## src/udw_regs.svh

```systemverilog
// Purpose : constants for the up/down wiper host controller
// Assumes : 20 MHz mclk
// Notes   : timing counts derive from times in ns
`ifndef UDW_REGS_SVH
`define UDW_REGS_SVH
`define UDW_CLK_NS        50
`define UDW_SETUP_NS      500
`define UDW_HALF_NS       500
`define UDW_SETUP_CYC     ((`UDW_SETUP_NS + `UDW_CLK_NS - 1) / `UDW_CLK_NS)
`define UDW_HALF_CYC      ((`UDW_HALF_NS + `UDW_CLK_NS - 1) / `UDW_CLK_NS)
`define UDW_WIPER_DEFAULT 6'h1F
`define UDW_WIPER_MAX     6'h3F
`define UDW_WIPER_MIN     6'h00
`define UDW_CNT_W         8
`endif

```

## src/udw_pkg.sv

```systemverilog
// Purpose : shared types for the up/down wiper host controller
// Assumes : nothing
// Notes   : command codes select one of the eight device commands
package udw_pkg;
  typedef enum logic [2:0] {
    UDW_CMD_INC,
    UDW_CMD_INC_COMPAT,
    UDW_CMD_DEC,
    UDW_CMD_DEC_COMPAT,
    UDW_CMD_HV_INC1,
    UDW_CMD_HV_INC2,
    UDW_CMD_HV_DEC1,
    UDW_CMD_HV_DEC2
  } udw_cmd_t;
endpackage

```

## src/udw_tick.sv

```systemverilog
// Purpose : one-cycle enable pulse every DIV mclk cycles
// Assumes : DIV at least 1
// Notes   : runs only while en is high, restarts when en drops
`timescale 1ns/100ps
module udw_tick #(
  parameter int W   = 8,
  parameter int DIV = 10
) (
  input  wire logic mclk,
  input  wire logic rst_n,
  input  wire logic en,
  output logic      tick
);
  logic [W-1:0] cnt_r;

  always_ff @(posedge mclk or negedge rst_n)
  begin
    if (!rst_n)
    begin
      cnt_r <= '0;
      tick  <= 1'b0;
    end
    else if (!en)
    begin
      cnt_r <= '0;
      tick  <= 1'b0;
    end
    else if (cnt_r == W'(DIV - 1))
    begin
      cnt_r <= '0;
      tick  <= 1'b1;
    end
    else
    begin
      cnt_r <= cnt_r + 1'b1;
      tick  <= 1'b0;
    end
  end
endmodule

```

## src/udw_host.sv

```systemverilog
// Purpose : host that drives chip select and up/down of a 6-bit wiper pot
// Assumes : pin levels are made by external drivers from the select outputs
// Notes   : tracks a shadow of the wiper, since the device is write-only
`timescale 1ns/100ps
`include "udw_regs.svh"
module udw_host #(
  parameter int CNT_W = `UDW_CNT_W,
  parameter int SETUP = `UDW_SETUP_CYC,
  parameter int HALF  = `UDW_HALF_CYC
) (
  input  wire logic            mclk,
  input  wire logic            rst_n,
  input  wire logic            cmd_valid,
  input  wire udw_pkg::udw_cmd_t cmd,
  input  wire logic [5:0]      steps,
  input  wire logic            dev_reset,
  output logic                 cmd_ready,
  output logic                 select_low,
  output logic                 select_elevated,
  output logic                 updown,
  output logic [5:0]           wiper_shadow,
  output logic                 done
);
  import udw_pkg::*;

  // ----------------------------------------------------------------
  // reset release
  // ----------------------------------------------------------------
  logic rst_s1_r;
  logic rst_s2_r;

  always_ff @(posedge mclk or negedge rst_n)
  begin
    if (!rst_n)
    begin
      rst_s1_r <= 1'b0;
      rst_s2_r <= 1'b0;
    end
    else
    begin
      rst_s1_r <= 1'b1;
      rst_s2_r <= rst_s1_r;
    end
  end

  // dev_reset comes from supply monitoring, outside this clock
  logic dr_s1_r;
  logic dr_s2_r;

  always_ff @(posedge mclk or negedge rst_s2_r)
  begin
    if (!rst_s2_r)
    begin
      dr_s1_r <= 1'b0;
      dr_s2_r <= 1'b0;
    end
    else
    begin
      dr_s1_r <= dev_reset;
      dr_s2_r <= dr_s1_r;
    end
  end

  // ----------------------------------------------------------------
  // sequencer
  // ----------------------------------------------------------------
  typedef enum logic [2:0] {
    ST_IDLE, ST_SETDIR, ST_SELECT, ST_LOW, ST_HIGH, ST_ENDDIR, ST_RELEASE
  } udw_state_t;

  udw_state_t   state_r;
  udw_cmd_t     cmd_r;
  logic [5:0]   left_r;
  logic         tick;
  logic         up_dir;
  logic         hv;
  logic         end_level;

  assign up_dir = (cmd_r == UDW_CMD_INC) || (cmd_r == UDW_CMD_INC_COMPAT) ||
                  (cmd_r == UDW_CMD_HV_INC1) || (cmd_r == UDW_CMD_HV_INC2);
  assign hv     = (cmd_r == UDW_CMD_HV_INC1) || (cmd_r == UDW_CMD_HV_INC2) ||
                  (cmd_r == UDW_CMD_HV_DEC1) || (cmd_r == UDW_CMD_HV_DEC2);

  // up/down level held while select returns to normal high
  always_comb
  begin
    case (cmd_r)
      UDW_CMD_HV_INC1:    end_level = 1'b1;
      UDW_CMD_HV_INC2:    end_level = 1'b0;
      UDW_CMD_HV_DEC1:    end_level = 1'b0;
      UDW_CMD_INC_COMPAT: end_level = 1'b0;
      UDW_CMD_DEC:        end_level = 1'b0;
      UDW_CMD_DEC_COMPAT: end_level = 1'b1;
      UDW_CMD_HV_DEC2:    end_level = 1'b1;
      default:            end_level = 1'b0;
    endcase
  end

  // one divider paces every phase; the longer of the two counts wins
  // so direction setup is never cut short
  udw_tick #(
    .W   (CNT_W),
    .DIV ((HALF > SETUP) ? HALF : SETUP)
  ) u_tick (
    .mclk  (mclk),
    .rst_n (rst_s2_r),
    .en    (state_r != ST_IDLE),
    .tick  (tick)
  );

  always_ff @(posedge mclk or negedge rst_s2_r)
  begin
    if (!rst_s2_r)
    begin
      state_r <= ST_IDLE;
      cmd_r   <= UDW_CMD_INC;
      left_r  <= 6'h00;
    end
    else
    begin
      case (state_r)
        ST_IDLE:
          if (cmd_valid && !dr_s2_r)
          begin
            cmd_r   <= cmd;
            left_r  <= steps;
            state_r <= ST_SETDIR;
          end
        ST_SETDIR:
          if (tick)
            state_r <= ST_SELECT;
        ST_SELECT:
          if (tick)
            state_r <= (left_r == 6'h00) ? ST_ENDDIR : ST_LOW;
        ST_LOW:
          if (tick)
            state_r <= ST_HIGH;
        ST_HIGH:
          if (tick)
          begin
            left_r  <= left_r - 1'b1;
            state_r <= (left_r == 6'h01) ? ST_ENDDIR : ST_LOW;
          end
        ST_ENDDIR:
          if (tick)
            state_r <= ST_RELEASE;
        ST_RELEASE:
          if (tick)
            state_r <= ST_IDLE;
        default:
          state_r <= ST_IDLE;
      endcase
    end
  end

  // ----------------------------------------------------------------
  // pins
  // ----------------------------------------------------------------
  always_ff @(posedge mclk or negedge rst_s2_r)
  begin
    if (!rst_s2_r)
    begin
      select_low      <= 1'b0;
      select_elevated <= 1'b0;
      updown          <= 1'b0;
    end
    else
    begin
      case (state_r)
        ST_SETDIR:
        begin
          updown <= up_dir;
          if (tick)
          begin
            select_low      <= !hv;
            select_elevated <= hv;
          end
        end
        ST_LOW:
          if (tick)
            updown <= 1'b1;
        // a high end level stays up after the last step: dropping and
        // raising it again while selected would be one step too many
        ST_HIGH:
          if (tick)
            updown <= (left_r == 6'h01) ? end_level : 1'b0;
        ST_SELECT:
          if (tick && left_r != 6'h00)
            updown <= 1'b0;
        // may fall but never rise here; limitation: after zero steps a low
        // start cannot reach a high end level without stepping the wiper
        ST_ENDDIR:
        begin
          updown <= updown & end_level;
          if (tick)
          begin
            select_low      <= 1'b0;
            select_elevated <= 1'b0;
          end
        end
        default:
        begin
          select_low      <= 1'b0;
          select_elevated <= 1'b0;
        end
      endcase
    end
  end

  // ----------------------------------------------------------------
  // shadow wiper and status
  // ----------------------------------------------------------------
  // device cannot be read back, so the host mirrors its arithmetic
  always_ff @(posedge mclk or negedge rst_s2_r)
  begin
    if (!rst_s2_r)
      wiper_shadow <= `UDW_WIPER_DEFAULT;
    else if (dr_s2_r)
      wiper_shadow <= `UDW_WIPER_DEFAULT;
    else if (state_r == ST_LOW && tick)
    begin
      if (up_dir && wiper_shadow != `UDW_WIPER_MAX)
        wiper_shadow <= wiper_shadow + 1'b1;
      else if (!up_dir && wiper_shadow != `UDW_WIPER_MIN)
        wiper_shadow <= wiper_shadow - 1'b1;
    end
  end

  always_ff @(posedge mclk or negedge rst_s2_r)
  begin
    if (!rst_s2_r)
    begin
      cmd_ready <= 1'b0;
      done      <= 1'b0;
    end
    else
    begin
      cmd_ready <= (state_r == ST_IDLE) && !cmd_valid && !dr_s2_r;
      done      <= (state_r == ST_RELEASE) && tick;
    end
  end
endmodule

```

## config.mk

```make
export PLATFORM = sky130hd
export DESIGN_NAME = udw_host
export DESIGN_NICKNAME = d
export VERILOG_FILES = /design/src/udw_pkg.sv /design/src/udw_tick.sv /design/src/udw_host.sv
export VERILOG_INCLUDE_DIRS = /design/src
export SDC_FILE = /design/constraint.sdc
export NUM_CORES = 1
export LEC_CHECK = 0
export ABC_AREA = 0
export BUFFER_PORTS_ARGS = -buffer_cell sky130_fd_sc_hd__buf_2
export CORE_MARGIN = 3
export CORE_UTILIZATION = 40
export CTS_BUF_LIST = sky130_fd_sc_hd__clkbuf_16
export CTS_CLUSTER_SIZE = 30
export DETAILED_ROUTE_END_ITERATION = 8
export PLACE_DENSITY = 0.57
export SYNTH_ARGS = -nofsm -noshare
export SYNTH_HDL_FRONTEND = slang
export SYNTH_SLANG_ARGS = --single-unit
```

## constraint.sdc

```tcl
create_clock -name mclk -period 1.45 [get_ports mclk]
set_input_delay 0.145 -clock mclk [delete_from_list [all_inputs] [get_ports mclk]]
set_output_delay 0.145 -clock mclk [all_outputs]
set_load 0.02 [all_outputs]
```

==> run summary <==
failing checks -> negative setup slack
Core ar. -> 4850 um^2
Reg power frac -> 0.260
placed cells -> 351
die height -> 77.9 um
CP Data Arrival Time -> 2.43 ns
Root Driver -> clkbuf_16
first drt pass iteration count -> 4
P_leak -> 0.00141 uW
Primary FF master, synth -> dfrtp_1
Min-Delay Path Class -> in -> reg
post-route ant nets -> 0
Comb power frac -> 0.560
Switching Share -> 0.378
Final Util -> 0.657
Routability Congestion -> 0.825
Tmin final -> 2.27 ns
Post-Layout Cell Count -> 370
Fin. Hold Viols -> 0
Final Cycle Share -> 1.57
CP Class -> reg -> reg
Netlist cell types -> 48
CTS buffer count -> 5
Iteration-0 DRC Markers -> 119
Initial Util -> 0.426
pre-CTS setup slack -> -0.860 ns
final wirelength -> 5230 um
Filler cells -> 381
first-pass GRT wire length -> 8960 um
synthesized area -> 2070 um^2
crit path from -> wiper_shadow[2]$_DFFE_PN1P_
initial antenna violation count -> 0
Cells after Synth -> 211
P per Cell Area -> 1820 nW/um^2
worst setup margin -> -0.820 ns
Switch Pwr -> 2190 uW
worst path required time -> 1.61 ns
final slew viol count -> 0
Synthesized Nets -> 235
RSZ-0062 raised after global routing -> yes
commonest non-fill, non-tap cells in the layout -> buf_4, dfrtp_1, buf_2
Wirelength per Cell -> 14.1 um
Peak VDD IR -> 788 uV
setup_tns -> -6.29 ns
clock share of power -> 0.180
later-pin clock latency in the skew report -> 0.28 ns
via count -> 1,901
crit path max fanout -> 6
vias in the first global route -> 1,869
nets@finish -> 326
Layout Skew -> 0.00927 ns
Yosys Warn Count -> 0
hpwl dp -> 3720 um
Seq/Total Area, Yosys -> 0.439
H-tree Lvls -> 2
Post-synth EDFFs -> 0
max frequency -> 0.441 GHz
clock slew at reported path FFs -> 0.06 ns
CP Capture Type -> register
ys async rst share -> 1.00
largest net degree at the start of global routing -> 35
RR Startpoint -> wiper_shadow[2]$_DFFE_PN1P_
die area -> 6060 um^2
Ports -> 24
Post-route DRC -> 0
mean post-synth cell area -> 9.79 um^2
multi-input logic area -> 1320 um^2
FF+latch area -> 908 um^2
startpoint types -> register
Max Root-Sink Buffers -> 2
Hold Path Origin -> cmd_valid
final hold slack -> 0.0868 ns
GR Util All Layers -> 0.184
Rows -> 25
Sink Count -> 36
Cell Int Power -> 3610 uW
status -> complete, but fails checks
most common cell after layout, fill and taps aside -> buf_4
share of layout cells above drive strength 1 -> 0.469
Area Overhead vs Synth -> 54.3%
antenna cell count -> 0
Die Span X -> 77.9 um
I/O Buffers -> 23
total grt overflow -> 0
max-cap check violation count -> 0
Synth Register Bits -> 36
Final setup violation count -> 21
TritonCTS clock tree -> built
via density per instance -> 5.14
worst max-delay path, stage by stage (launching register included):
cell     delay [ns]
dfstp_2        0.53
nand4_1        0.16
o21ai_4        0.19
buf_12         0.15
ha_4           0.20
a21oi_4        0.17
o22ai_4        0.10
or4b_1         0.48
a21oi_2        0.13
nor4_2         0.04
sequential cells by signal (all words and copies together) (netlist names), 3 cells and up:
| register | flops |
|---|---|
| u_tick.cnt_r | 8 |
| left_r | 6 |
| wiper_shadow | 6 |
| cmd_r | 3 |
| state_r | 3 |
worst paths after layout:
check	to	slack, ns	depth (start not counted)
min in group asynchronous	rst_s1_r$_DFF_PN0_	0.18	2
hold reg to reg	cmd_ready$_DFF_PN0_	0.27	1
hold / removal	cmd_ready$_DFF_PN0_	0.09	2
max in group asynchronous	wiper_shadow[2]$_DFFE_PN1P_	0.84	1
setup / recovery	wiper_shadow[5]$_DFFE_PN0P_	-0.82	9
setup reg to reg	wiper_shadow[5]$_DFFE_PN0P_	-0.82	9
logic make-up (layout without fill, tap and decap cells):
group           after synthesis  in the layout  synth area share
xor+xnor                     10             10            0.0424
fa+ha+maj                    11             11            0.0703
flops                        36             36             0.439
buf+inv                      19            111            0.0454
compound gates               58             58             0.182
simple gates                 71             71             0.192
other cells                   1              1           0.00182
mux                           5              5            0.0266
area by class of cell:
cell class | count | area share
inverter | 11 | 0.0145
multi-input combinational | 156 | 0.414
sequential | 36 | 0.285
tap | 67 | 0.0263
clock buffer | 5 | 0.0393
timing repair buffer | 92 | 0.215
clock inverter | 3 | 0.00589
layer usage:
metal	vias to the layer above	part of all wire	track usage
li1	948	-	-
met1	910	0.48	0.256
met2	35	0.47	0.282
met3	8	0.042	0.0429
met4	0	0.014	0.0605
met5	-	0	0
synthesized netlist by cell type (all sizes together) (2+ instances only):
library cell | number | area share
o21ai | 11 | 0.027
o31ai | 2 | 0.0073
o22ai | 3 | 0.0091
ha | 10 | 0.061
nand2b | 3 | 0.0091
nor2 | 18 | 0.033
o311ai | 2 | 0.0085
mux2 | 4 | 0.022
nor4 | 7 | 0.024
nand4 | 3 | 0.0091
inv | 11 | 0.020
xor2 | 6 | 0.025
a21oi | 20 | 0.048
buf | 7 | 0.023
a22o | 3 | 0.013
a211o | 5 | 0.021
a211oi | 2 | 0.0097
nor3 | 7 | 0.022
nor2b | 6 | 0.018
nand3 | 9 | 0.022
dfstp | 5 | 0.064
xnor2 | 4 | 0.017
nand2 | 10 | 0.018
nor3b | 2 | 0.0073
dfrtp | 31 | 0.38
and3 | 3 | 0.0091
repair_timing:
item                                    in CTS  in global routing
cloned                                       1                  0
endpoints found under the setup margin      21                 29
hold buffers                                 2                  0
hold endpoints to repair                     3                  0
buffers inserted                             6                  6
resized for setup                           26                 14
pin swaps                                   21                 11
power by group through the flow:
| stage | sequential, uW | combinational [uW] | clock (uW) |
|---|---|---|---|
| finish | 1510 | 3250 | 1040 |
| global route | 1550 | 3560 | 1130 |
| CTS | 1500 | 3020 | 1070 |
| detailed placement | 1500 | 2620 | 0 |
| global placement | 1490 | 2590 | 0 |
| floorplan | 1480 | 1530 | 0 |
stage by stage:
stage	total power, uW	area (um^2)
after CTS	5580	3110
after global placement	4080	2750
after detailed placement	4120	2750
after floorplan	3010	2150
final	5800	3190
after global routing	6240	3190
Note: power is estimated with default switching activity, not from simulation.
